**src/fcm_pkg.sv**
```systemverilog
package fcm_pkg;
    // Register offsets on the internal register port
    localparam logic [7:0] FCM_MONITOR_CONFIG_ADDR = 8'h01;
    localparam logic [7:0] FCM_LED_CURRENT_CONTROL_ADDR = 8'h09;
    // Reset values
    localparam logic [7:0] FCM_MONITOR_CONFIG_RST = 8'h80;
    localparam logic [7:0] FCM_LED_CURRENT_CONTROL_RST = 8'h0f;
    // Field positions
    localparam int FCM_FLASH_LSB = 0;
    localparam int FCM_FLASH_W = 4;
    localparam int FCM_TORCH_LSB = 4;
    localparam int FCM_TORCH_W = 3;
    localparam int FCM_THR_LSB = 2;
    localparam int FCM_THR_W = 3;
    localparam int FCM_UNDERVOLTAGE_LOCKOUT_ENABLE_BIT = 7;
    // Analog meaning of the codes, for reference by the analog side
    localparam int FCM_FLASH_STEP_UA = 93750;
    localparam int FCM_THR_BASE_MV = 2900;
    localparam int FCM_THR_STEP_MV = 100;
    localparam int FCM_UNDERVOLTAGE_LOCKOUT_MV = 2800;
    // Misc constants
    localparam logic [7:0] FCM_UNMAPPED_DATA = 8'h00;
    localparam logic [3:0] FCM_LEVEL_ZERO = 4'h0;
    localparam logic [3:0] FCM_LEVEL_ONE = 4'h1;
endpackage

```
**src/fcm_monitor.sv**
```systemverilog
`timescale 1ns/1ps
`default_nettype none

// Operation
// - Flash code: 93.75 mA per step, zero=93.75
// - Down threshold code: 2.9 V plus 0.1 V
// - Below threshold during flash in hold mode: freeze ramp level
// - Threshold crossing in hold mode sets flag
// - Lockout enabled and supply low: enter standby
// - Each lockout standby sets the undervoltage flag
// - Lockout enable bit 7, resets enabled
// - Hold mode only when enable bit seven set
// - Fault held until flags read; re-set if present
module fcm_monitor
    import fcm_pkg::*;
(
    input wire logic mclk, // 25 MHz clock
    input wire logic nrst, // Async reset, active low
    input wire logic [7:0] reg_addr, // Register address from serial block
    input wire logic [7:0] reg_wdata, // Write data
    input wire logic reg_we, // Write strobe, one cycle
    input wire logic reg_re, // Read strobe, one cycle
    output logic [7:0] reg_rdata_r, // Read data, valid cycle after reg_re
    input wire logic hold_mode_en, // Enable register bit 7 (stop-and-hold)
    input wire logic flash_active, // Flash pulse in progress
    input wire logic ramp_step, // Ramp timer tick, one cycle
    input wire logic flags_read, // Flags register read back, one cycle
    input wire logic vin_below_down, // Comparator pin: supply below down threshold
    input wire logic vin_below_undervoltage_lockout, // Comparator pin: supply below 2.8 V
    output logic [3:0] flash_code_r, // Flash current target code
    output logic [2:0] torch_code_r, // Torch current code
    output logic [2:0] down_thr_code_r, // Down threshold code to comparator DAC
    output logic undervoltage_lockout_enable_r, // Lockout enable
    output logic [3:0] flash_level_r, // Present ramp level
    output logic ramp_hold_r, // Ramp frozen
    output logic force_standby_r, // Lockout forces standby
    output logic monitor_flag_set_r, // Pulse: set monitor flag
    output logic undervoltage_lockout_flag_set_r // Pulse: set undervoltage flag
);

    ////////////////////////////////////////////////////////////////////////
    // Synchronisers for the analog comparator pins
    logic down_s1_r, down_s2_r, down_d_r; // Down comparator chain
    logic uv_s1_r, uv_s2_r; // Lockout comparator chain
    logic down_fall; // Supply just crossed below threshold

    // Only the second stage and the down edge-detect delay flop are read by logic
    always_ff @(posedge mclk or negedge nrst)
    begin
        if (!nrst)
        begin
            down_s1_r <= 1'b0;
            down_s2_r <= 1'b0;
            down_d_r <= 1'b0;
            uv_s1_r <= 1'b0;
            uv_s2_r <= 1'b0;
        end
        else
        begin
            down_s1_r <= vin_below_down;
            down_s2_r <= down_s1_r;
            down_d_r <= down_s2_r;
            uv_s1_r <= vin_below_undervoltage_lockout;
            uv_s2_r <= uv_s1_r;
        end
    end

    assign down_fall = down_s2_r && !down_d_r;

    ////////////////////////////////////////////////////////////////////////
    // Register file
    logic [7:0] cur_nxt, mon_nxt, rd_nxt; // Next register values
    logic [7:0] cur_r, mon_r; // Stored registers

    // Writes keep only the defined fields; reserved bits are kept zero so they read back zero
    always_comb
    begin
        cur_nxt = cur_r;
        mon_nxt = mon_r;
        rd_nxt = reg_rdata_r;
        if (reg_we && reg_addr == FCM_LED_CURRENT_CONTROL_ADDR)
        begin
            cur_nxt = {1'b0, reg_wdata[FCM_TORCH_LSB +: FCM_TORCH_W],
                       reg_wdata[FCM_FLASH_LSB +: FCM_FLASH_W]};
        end
        if (reg_we && reg_addr == FCM_MONITOR_CONFIG_ADDR)
        begin
            mon_nxt = 8'h00;
            mon_nxt[FCM_UNDERVOLTAGE_LOCKOUT_ENABLE_BIT] = reg_wdata[FCM_UNDERVOLTAGE_LOCKOUT_ENABLE_BIT];
            mon_nxt[FCM_THR_LSB +: FCM_THR_W] = reg_wdata[FCM_THR_LSB +: FCM_THR_W];
        end
        if (reg_re)
        begin
            // Unmapped addresses answer zero
            unique case (reg_addr)
                FCM_LED_CURRENT_CONTROL_ADDR: rd_nxt = cur_r;
                FCM_MONITOR_CONFIG_ADDR: rd_nxt = mon_r;
                default: rd_nxt = FCM_UNMAPPED_DATA;
            endcase
        end
    end

    // Register stage
    always_ff @(posedge mclk or negedge nrst)
    begin
        if (!nrst)
        begin
            cur_r <= FCM_LED_CURRENT_CONTROL_RST;
            mon_r <= FCM_MONITOR_CONFIG_RST;
            reg_rdata_r <= FCM_UNMAPPED_DATA;
        end
        else
        begin
            cur_r <= cur_nxt;
            mon_r <= mon_nxt;
            reg_rdata_r <= rd_nxt;
        end
    end

    // Field outputs follow the stored registers, all from flops
    assign flash_code_r = cur_r[FCM_FLASH_LSB +: FCM_FLASH_W];
    assign torch_code_r = cur_r[FCM_TORCH_LSB +: FCM_TORCH_W];
    assign down_thr_code_r = mon_r[FCM_THR_LSB +: FCM_THR_W];
    assign undervoltage_lockout_enable_r = mon_r[FCM_UNDERVOLTAGE_LOCKOUT_ENABLE_BIT];

    ////////////////////////////////////////////////////////////////////////
    // Ramp, hold and lockout
    logic [3:0] level_nxt; // Next ramp level
    logic hold_nxt, stby_nxt, mflag_nxt, uflag_nxt; // Next control values
    logic uv_trip; // Lockout condition seen this cycle

    // Lockout is a level so a restart with the supply still low re-trips
    assign uv_trip = undervoltage_lockout_enable_r && uv_s2_r;

    always_comb
    begin
        level_nxt = flash_level_r;
        hold_nxt = ramp_hold_r;
        stby_nxt = force_standby_r;
        // Flag pulses fire on each new event
        mflag_nxt = down_fall && hold_mode_en;
        // A flags read that finds the lockout still present must see the flag come back
        uflag_nxt = uv_trip && (!force_standby_r || flags_read);
        // Standby stays until software reads flags; a new trip wins the clear
        if (uv_trip)
            stby_nxt = 1'b1;
        else if (flags_read)
            stby_nxt = 1'b0;
        if (!flash_active || stby_nxt)
        begin
            // Outside a flash the ramp restarts from the bottom
            level_nxt = FCM_LEVEL_ZERO;
            hold_nxt = 1'b0;
        end
        else
        begin
            // Freeze for the rest of this flash once the supply sags
            if (hold_mode_en && down_fall)
                hold_nxt = 1'b1;
            if (ramp_step && !hold_nxt && flash_level_r < flash_code_r)
                level_nxt = flash_level_r + FCM_LEVEL_ONE;
        end
    end

    // Register stage
    always_ff @(posedge mclk or negedge nrst)
    begin
        if (!nrst)
        begin
            flash_level_r <= FCM_LEVEL_ZERO;
            ramp_hold_r <= 1'b0;
            force_standby_r <= 1'b0;
            monitor_flag_set_r <= 1'b0;
            undervoltage_lockout_flag_set_r <= 1'b0;
        end
        else
        begin
            flash_level_r <= level_nxt;
            ramp_hold_r <= hold_nxt;
            force_standby_r <= stby_nxt;
            monitor_flag_set_r <= mflag_nxt;
            undervoltage_lockout_flag_set_r <= uflag_nxt;
        end
    end

    ////////////////////////////////////////////////////////////////////////
    // Checks
    a_level_frozen: assert property (@(posedge mclk) disable iff (!nrst)
        ramp_hold_r && $past(ramp_hold_r) |-> flash_level_r == $past(flash_level_r))
        else $error("ramp level moved while held");
    a_level_bound: assert property (@(posedge mclk) disable iff (!nrst)
        $rose(flash_level_r[0]) || $changed(flash_level_r) && flash_level_r != FCM_LEVEL_ZERO
        |-> flash_level_r <= flash_code_r)
        else $error("ramp level passed flash target");
    a_hold_needs_en: assert property (@(posedge mclk) disable iff (!nrst)
        $rose(ramp_hold_r) |-> $past(hold_mode_en))
        else $error("hold without mode enable");
    a_mon_flag: assert property (@(posedge mclk) disable iff (!nrst)
        down_s2_r && !down_d_r && hold_mode_en |=> monitor_flag_set_r)
        else $error("monitor flag not set on crossing");
    a_uv_standby: assert property (@(posedge mclk) disable iff (!nrst)
        undervoltage_lockout_enable_r && uv_s2_r |=> force_standby_r ##1 flash_level_r == FCM_LEVEL_ZERO)
        else $error("lockout did not force standby");
    a_uv_flag: assert property (@(posedge mclk) disable iff (!nrst)
        $rose(force_standby_r) |-> undervoltage_lockout_flag_set_r)
        else $error("standby without lockout flag");
    a_uv_disabled: assert property (@(posedge mclk) disable iff (!nrst)
        !undervoltage_lockout_enable_r && !force_standby_r |=> !force_standby_r)
        else $error("standby while lockout disabled");
    a_fault_held: assert property (@(posedge mclk) disable iff (!nrst)
        force_standby_r && !flags_read |=> force_standby_r)
        else $error("standby released without flags read");
    a_uv_reflag: assert property (@(posedge mclk) disable iff (!nrst)
        force_standby_r && flags_read && uv_trip |=> force_standby_r && undervoltage_lockout_flag_set_r)
        else $error("persisting lockout not flagged again after flags read");
    a_thr_write: assert property (@(posedge mclk) disable iff (!nrst)
        reg_we && reg_addr == FCM_MONITOR_CONFIG_ADDR
        |=> down_thr_code_r == $past(reg_wdata[FCM_THR_LSB +: FCM_THR_W]) && mon_r[1:0] == 2'h0)
        else $error("threshold field not written");
    a_torch_write: assert property (@(posedge mclk) disable iff (!nrst)
        reg_we && reg_addr == FCM_LED_CURRENT_CONTROL_ADDR
        |=> torch_code_r == $past(reg_wdata[FCM_TORCH_LSB +: FCM_TORCH_W]) && !cur_r[7])
        else $error("torch field not written");

endmodule

`default_nettype wire

```
**config.mk**
```make
export PLATFORM = sky130hd
export DESIGN_NAME = fcm_monitor
export DESIGN_NICKNAME = d
export VERILOG_FILES = /design/src/fcm_pkg.sv /design/src/fcm_monitor.sv
export SDC_FILE = /design/constraint.sdc
export NUM_CORES = 1
export LEC_CHECK = 0
export ABC_CLOCK_PERIOD_IN_PS = 2400
export BUFFER_PORTS_ARGS = -buffer_cell sky130_fd_sc_hd__buf_2
export CORE_MARGIN = 8
export CORE_UTILIZATION = 48
export CTS_CLUSTER_DIAMETER = 120
export DETAILED_ROUTE_END_ITERATION = 6
export GPL_TIMING_DRIVEN = 0
export PLACE_DENSITY = 0.79
export SYNTH_ARGS = -nofsm -noshare
export SYNTH_HDL_FRONTEND = slang
export SYNTH_SLANG_ARGS = --single-unit
```
**constraint.sdc**
```tcl
create_clock -name mclk -period 2.4 [get_ports mclk]
set_clock_uncertainty 0.05 [all_clocks]
set_input_delay 0.12 -clock mclk [delete_from_list [all_inputs] [get_ports mclk]]
set_output_delay 0.12 -clock mclk [all_outputs]
set_load 0.05 [all_outputs]
```
==> impl_metrics.env, run 1 <==
export IMPL_clock_fmax_mhz=479
export IMPL_avgSynthCellArea_um2=12.2
export IMPL_die_area_um2=4860
export IMPL_cts_repair_resized=0
export IMPL_numCtsBuffers=5
export IMPL_mostFrequentLayoutCells="51 x buf_2, 27 x dfrtp_1, 14 x mux2_2"
export IMPL_portBuffers=51
export IMPL_drt_vias_per_instance=5.21
export IMPL_async_reset_ff_share_pct=100
export IMPL_cts_sink_count=32
export IMPL_synth_fp_nets=144
export IMPL_hold_viol_final=0
export IMPL_hpwl_um=2490
export IMPL_postCtsHoldBufs=12
export IMPL_grt_use_total_pct=13.5
export IMPL_pin_count=53
export IMPL_layout_cells_most_common="buf_2"
export IMPL_synth_distinct_cells=29
export IMPL_cp_end_kind="register"
export IMPL_period_minus_slack_ns=2.09
export IMPL_status="finished clean"
export IMPL_grt_pass1_wl_um=5330
export IMPL_clk_pin_slew_ns=0.10
export IMPL_synth_area_leaders="dfrtp_1 49%, mux2_2 11%, dfstp_2 9.5%, ha_1 3.6%, inv_1 3.0%"
export IMPL_stdcell_area_um2=1880
export IMPL_synth_cells=114
export IMPL_place_gp_congestion=0.804
export IMPL_ys_flop_type="dfrtp_1"
export IMPL_syn2layout_area_growth_pct=35.4
export IMPL_hp_class="input pin to register"
export IMPL_grt_pass1_vias=1220
export IMPL_avgRoutedWirePerCell_um=14.9
export IMPL_leakage_uw=0.000962
export IMPL_crit_type="register to register"
export IMPL_cp_max_fo=7
export IMPL_synth_ff_latch_count=32
export IMPL_drtAntennaViolNets=0
export IMPL_root_buffer="clkbuf_4"
export IMPL_start_util_pct=50.3
export IMPL_synth_area_leader_cell="dfrtp_1"
export IMPL_seq_area_frac_synth_pct=58.2
export IMPL_period_share_pct=87.0
export IMPL_ir_worst_vdd_mv=0.828
export IMPL_die_y_um=69.7
export IMPL_tritoncts="done"
export IMPL_powerDensity_nw_per_um2=601
export IMPL_antenna_found_initial=0
export IMPL_cp_start_kind="register"
export IMPL_fin_nets=214
export IMPL_drc_errors=0
export IMPL_post_cts_buffers=0
export IMPL_drive_gt1_share_pct=43.2
export IMPL_crit_arrival_ns=2.31
export IMPL_post_synth_top_area_fraction_pct=48.7
export IMPL_fp_dieW_um=69.7
export IMPL_cp_required_ns=2.63
export IMPL_slew_headroom_pct=54.2
export IMPL_gr_total_overflow=0
export IMPL_maxCapViolCount=0
export IMPL_htree_levels=2
export IMPL_dr_pass1_iters=4
export IMPL_rsz0062_at_grt="no"
export IMPL_post_dp_cell_area_um2=1680
export IMPL_drtIter0Drc=52
export IMPL_syn_area_um2=1390
export IMPL_fin_util_pct=68.1
export IMPL_p_total_uw=1130
export IMPL_clockBufferDepth=2
export IMPL_synth_edf_count=0
export IMPL_maxSlewViolCount=0
export IMPL_setup_viol=0
export IMPL_num_rows=19
export IMPL_grt_max_degree=33
export IMPL_fp_coreArea_um2=2760
export IMPL_tightestPinTransition_ns=0.687
export IMPL_clock_latency_ns=0.33
export IMPL_vias=1126
export IMPL_tns_ns=0
export IMPL_yosysWarnings=0
export IMPL_num_antenna_cells=0
export IMPL_wl_um=3210
cell type report:
type / instances / area [um2]
plain buffers: 2 / 7.51
clock inverters: 2 / 35.0
well taps: 31 / 38.8
clock buffers: 6 / 41.3
fillers: 220 / 881
inverters: 11 / 41.3
multi-input cells: 69 / 531
repair buffers: 63 / 375
flip-flops and latches: 32 / 807
Yosys cell counts, drive strengths merged, types with 4 or more instances:
| cell type | number |
|---|---|
| dfrtp | 27 |
| o22ai | 4 |
| nand3 | 4 |
| inv | 11 |
| o21ai | 6 |
| nor2 | 5 |
| ha | 4 |
| mux2 | 14 |
| nand2 | 10 |
| dfstp | 5 |
flip-flops by register name, summed over array words and instances (netlist names):
name and cells:
monitor_flag_set_r 1, uv_s1_r 1, down_s1_r 1, reg_rdata_r 8, ramp_hold_r 1, uv_s2_r 1, cur_r 7, undervoltage_lockout_flag_set_r 1
flash_level_r 4, mon_r 4, down_d_r 1, force_standby_r 1, down_s2_r 1
logic make-up (layout without fill, tap and decap cells):
family          after synthesis  in the layout  share of synthesized area (%)
simple gates                 33             33                           14.8
compound gates               17             17                           7.76
buf+inv                      13             84                           3.52
fa+ha+maj                     4              4                           3.61
flops                        32             32                           58.2
mux                          15             15                           12.1
report_power, final:
group | leakage, uW | switching [uW] | internal (uW) | total, uW
Sequential | 0.000415 | 12.7 | 560 | 572
Combinational | 0.000505 | 99.2 | 58.3 | 158
Clock | 0.0000422 | 179 | 218 | 397
Total | 0.000962 | 291 | 836 | 1130
worst max-delay path, cell delays in order, from the launching register on:
cell	delay, ns
dfstp_2	0.56
inv_1	0.05
ha_1	0.32
a2111o_1	0.49
or4_1	0.48
nand2_1	0.08
path summary, 6_finish.rpt:
check / depth (start not counted) / endpoint / slack [ns] / startpoint
worst min-delay path: 2 / reg_rdata_r[2] / 0.03 / reg_re
worst max register to register: 5 / flash_level_r[2] / 0.31 / cur_r[3]
max in group asynchronous: 2 / mon_r[2] / 1.55 / nrst
min in group asynchronous: 2 / flash_level_r[2] / 0.30 / nrst
worst min register to register: 0 / down_s2_r / 0.31 / down_s1_r
worst max-delay path: 5 / flash_level_r[2] / 0.31 / cur_r[3]
through the flow:
| stage | instances | setup slack [ns] | hold WS, ns |
|---|---|---|---|
| global route | 216 | 0.242 | 0.0195 |
| floorplan | 114 | 0.223 | -0.226 |
| global placement | 196 | 0.368 | 0.140 |
| detailed placement | 196 | 0.335 | 0.157 |
| CTS | 216 | 0.319 | 0.00654 |
| finish | 216 | 0.313 | 0.0296 |
routing by layer:
| metal | part of all wire [%] | wire length, um | track usage (%) |
|---|---|---|---|
| met5 | 0 | 0 | 0 |
| met4 | 1.3 | 42 | 6.03 |
| met3 | 10 | 325 | 7.87 |
| met2 | 48 | 1540 | 22.0 |
| met1 | 41 | 1310 | 13.6 |
Note: power is estimated with default switching activity, not from simulation.
==> run 2: changes to the inputs <==
--- a/config.mk
+++ b/config.mk
@@ -5,10 +5,11 @@
 export SDC_FILE = /design/constraint.sdc
 export NUM_CORES = 1
 export LEC_CHECK = 0
+export ABC_AREA = 1
 export ABC_CLOCK_PERIOD_IN_PS = 2400
 export BUFFER_PORTS_ARGS = -buffer_cell sky130_fd_sc_hd__buf_2
 export CORE_MARGIN = 8
-export CORE_UTILIZATION = 48
+export CORE_UTILIZATION = 49
 export CTS_CLUSTER_DIAMETER = 120
 export DETAILED_ROUTE_END_ITERATION = 6
 export GPL_TIMING_DRIVEN = 0
==> run 2 against run 1 <==
  * Maximum frequency is 19% higher
  * Die area is 5.1% higher
  * Sequential share of layout area is 2.4 points lower
  * Routed wire length is 8.4% higher
  * Area after synthesis is 8.8% higher
  * Flip-flop and latch count stayed put
  * Clock power is 25% lower
  * Non-clock buffer count is 1 higher
  * Global-route usage is 0.90 points higher
  * Critical path type unchanged
==> impl_metrics.env, run 2 <==
export IMPL_drt_vias_per_instance=4.91
export IMPL_crit_type="register to register"
export IMPL_grt_max_degree=33
export IMPL_leakage_uw=0.00116
export IMPL_synth_edf_count=0
export IMPL_fin_nets=266
export IMPL_timing_rr_end="flash_level_r[2]"
export IMPL_dp_cells=249
export IMPL_clockBufferDepth=2
export IMPL_synth_cells=165
export IMPL_grt_use_total_pct=14.4
export IMPL_cp_start_kind="register"
export IMPL_status="finished clean"
export IMPL_switching_share_pct=30.8
export IMPL_seqPwrFrac_pct=54.4
export IMPL_dp_slack_ns=0.664
export IMPL_ir_worst_vdd_mv=0.328
export IMPL_syn_area_um2=1510
export IMPL_synth_area_leader_cell="dfrtp_1"
export IMPL_seq_area_frac_synth_pct=53.5
export IMPL_start_util_pct=50.2
export IMPL_die_area_um2=5110
export IMPL_cp_required_ns=2.58
export IMPL_comb_power_share_pct=17.8
export IMPL_fp_coreArea_um2=3000
export IMPL_avgRoutedWirePerCell_um=12.9
export IMPL_numCtsBuffers=5
export IMPL_layout_cells_most_common="buf_2"
export IMPL_drive_gt1_share_pct=36.3
export IMPL_slew_headroom_pct=54.0
export IMPL_async_reset_ff_share_pct=100
export IMPL_synth_area_leaders="dfrtp_1 45%, nand2_1 12%, dfstp_2 8.7%, inv_1 6.2%, nand3_1 4.0%"
export IMPL_r2r_setup_slack_ns=0.64
export IMPL_setup_viol=0
export IMPL_antenna_found_initial=0
export IMPL_cts_repair_resized=0
export IMPL_dr_pass1_iters=5
export IMPL_mostFrequentLayoutCells="52 x buf_2, 50 x nand2_1, 27 x dfrtp_1"
export IMPL_regMostFlops="reg_rdata_r"
export IMPL_hold_viol_final=0
export IMPL_pin_count=53
export IMPL_p_clk_share_pct=27.9
export IMPL_period_share_pct=73.3
export IMPL_tns_ns=0
export IMPL_cp_end_kind="register"
export IMPL_powerDensity_nw_per_um2=534
export IMPL_drc_errors=0
export IMPL_avgSynthCellArea_um2=9.15
export IMPL_num_antenna_cells=0
export IMPL_root_buffer="clkbuf_4"
export IMPL_die_y_um=71.5
export IMPL_place_gp_congestion=0.835
export IMPL_fin_ws_ns=0.640
export IMPL_syn2layout_area_growth_pct=31.8
export IMPL_crit_arrival_ns=1.94
export IMPL_tightestPinTransition_ns=0.690
export IMPL_ys_flop_type="dfrtp_1"
export IMPL_synth_ff_latch_count=32
export IMPL_p_int_uw=735
export IMPL_clock_latency_ns=0.33
export IMPL_portBuffers=51
export IMPL_synth_fp_nets=195
export IMPL_wl_um=3480
export IMPL_startpoint="cur_r[3]"
export IMPL_top_regs="reg_rdata_r x8, cur_r x7"
export IMPL_yosysWarnings=0
export IMPL_r2r_start="cur_r[3]"
export IMPL_gr_total_overflow=0
export IMPL_post_synth_top_area_fraction_pct=44.8
export IMPL_cp_max_fo=5
export IMPL_holdPathStages=3
export IMPL_rr_worst_depth=8
export IMPL_instances_no_fill=270
export IMPL_period_minus_slack_ns=1.76
export IMPL_drtAntennaViolNets=0
export IMPL_htree_levels=2
export IMPL_synth_distinct_cells=26
export IMPL_switching_power_uw=327
export IMPL_tritoncts="done"
export IMPL_grt_pass1_vias=1304
export IMPL_whs_endpoint="mon_r[7]"
export IMPL_cts_sink_count=32
export IMPL_grt_pass1_wl_um=5860
export IMPL_fp_dieW_um=71.5
export IMPL_rsz0062_at_grt="no"
export IMPL_p_total_uw=1060
export IMPL_min_from="reg_we"
export IMPL_maxSlewViolCount=0
export IMPL_vias=1326
export IMPL_hpwl_um=2570
export IMPL_num_rows=20
export IMPL_largest_reg_flops=8
export IMPL_clock_fmax_mhz=568
export IMPL_synth_top_cells_by_count="50 x nand2_1, 27 x dfrtp_1, 25 x inv_1"
export IMPL_clk_pin_slew_ns=0.10
export IMPL_maxCapViolCount=0
export IMPL_synth_most_common_cell="nand2_1"
export IMPL_hp_class="input pin to register"
export IMPL_drtIter0Drc=87
[run 2: worst max path at each step]
stage | slack, ns | end
finish | 0.64 | flash_level_r[2]
global route | 0.51 | flash_level_r[0]
CTS | 0.64 | flash_level_r[1]
detailed placement | 0.66 | flash_level_r[2]
global placement | 0.68 | flash_level_r[0]
floorplan | 0.60 | flash_level_r[2]
[run 2: through the flow]
stage	instance area (um2)	utilization (%)	hold WS [ns]
after floorplan	1510	-	-0.226
after detailed placement	1810	60.1	0.147
after global placement	1810	60.1	0.155
after global routing	1990	66.3	0.0128
final	1990	66.3	0.0215
after CTS	1990	66.3	0.0174
[run 2: critical path, cell delays in order (launching register included)]
cell and delay [ns]:
dfstp_2 0.56, inv_1 0.07, ha_1 0.31, nand2_1 0.07, nand3b_1 0.09, nor2_2 0.22
nand2_1 0.14, nand3_1 0.09, nand2_1 0.06
[run 2: power groups by stage]
stage                     Combinational (uW)  Clock [uW]  Sequential (uW)
after floorplan                         58.0           0              642
after global placement                   170           0              587
after detailed placement                 173           0              588
after CTS                                190         302              578
after global routing                     206         331              581
final                                    189         296              578
[run 2: cell type report]
| cell class | instances | area, um2 |
|---|---|---|
| Buffer | 2 | 16.3 |
| Tap cell | 33 | 41.3 |
| Clock buffer | 6 | 41.3 |
| Timing Repair Buffer | 64 | 385 |
| Fill cell | 269 | 1010 |
| Clock inverter | 2 | 12.5 |
| Sequential cell | 32 | 807 |
| Multi-Input combinational cell | 104 | 584 |
| Inverter | 27 | 101 |
[run 2: cells by family after synthesis]
kind of cell / Yosys count / share of synthesized area, %
buf+inv: 29 / 7.79
flops: 32 / 53.5
simple gates: 82 / 27.4
fa+ha+maj: 4 / 3.32
xor+xnor: 1 / 0.581
compound gates: 17 / 7.38
[run 2: layer usage]
layer | GRT usage, % | vias up | routed length, um
met5 | 0 | - | 0
met4 | 4.54 | 0 | 10
met3 | 5.58 | 2 | 232
met2 | 25.5 | 43 | 1810
met1 | 15.3 | 621 | 1430
li1 | - | 660 | -
[run 2: timing repair]
item / in CTS / in global routing
hold endpoints to repair: 39 / 0
hold buffers: 13 / 0
buffers inserted: 0 / 0
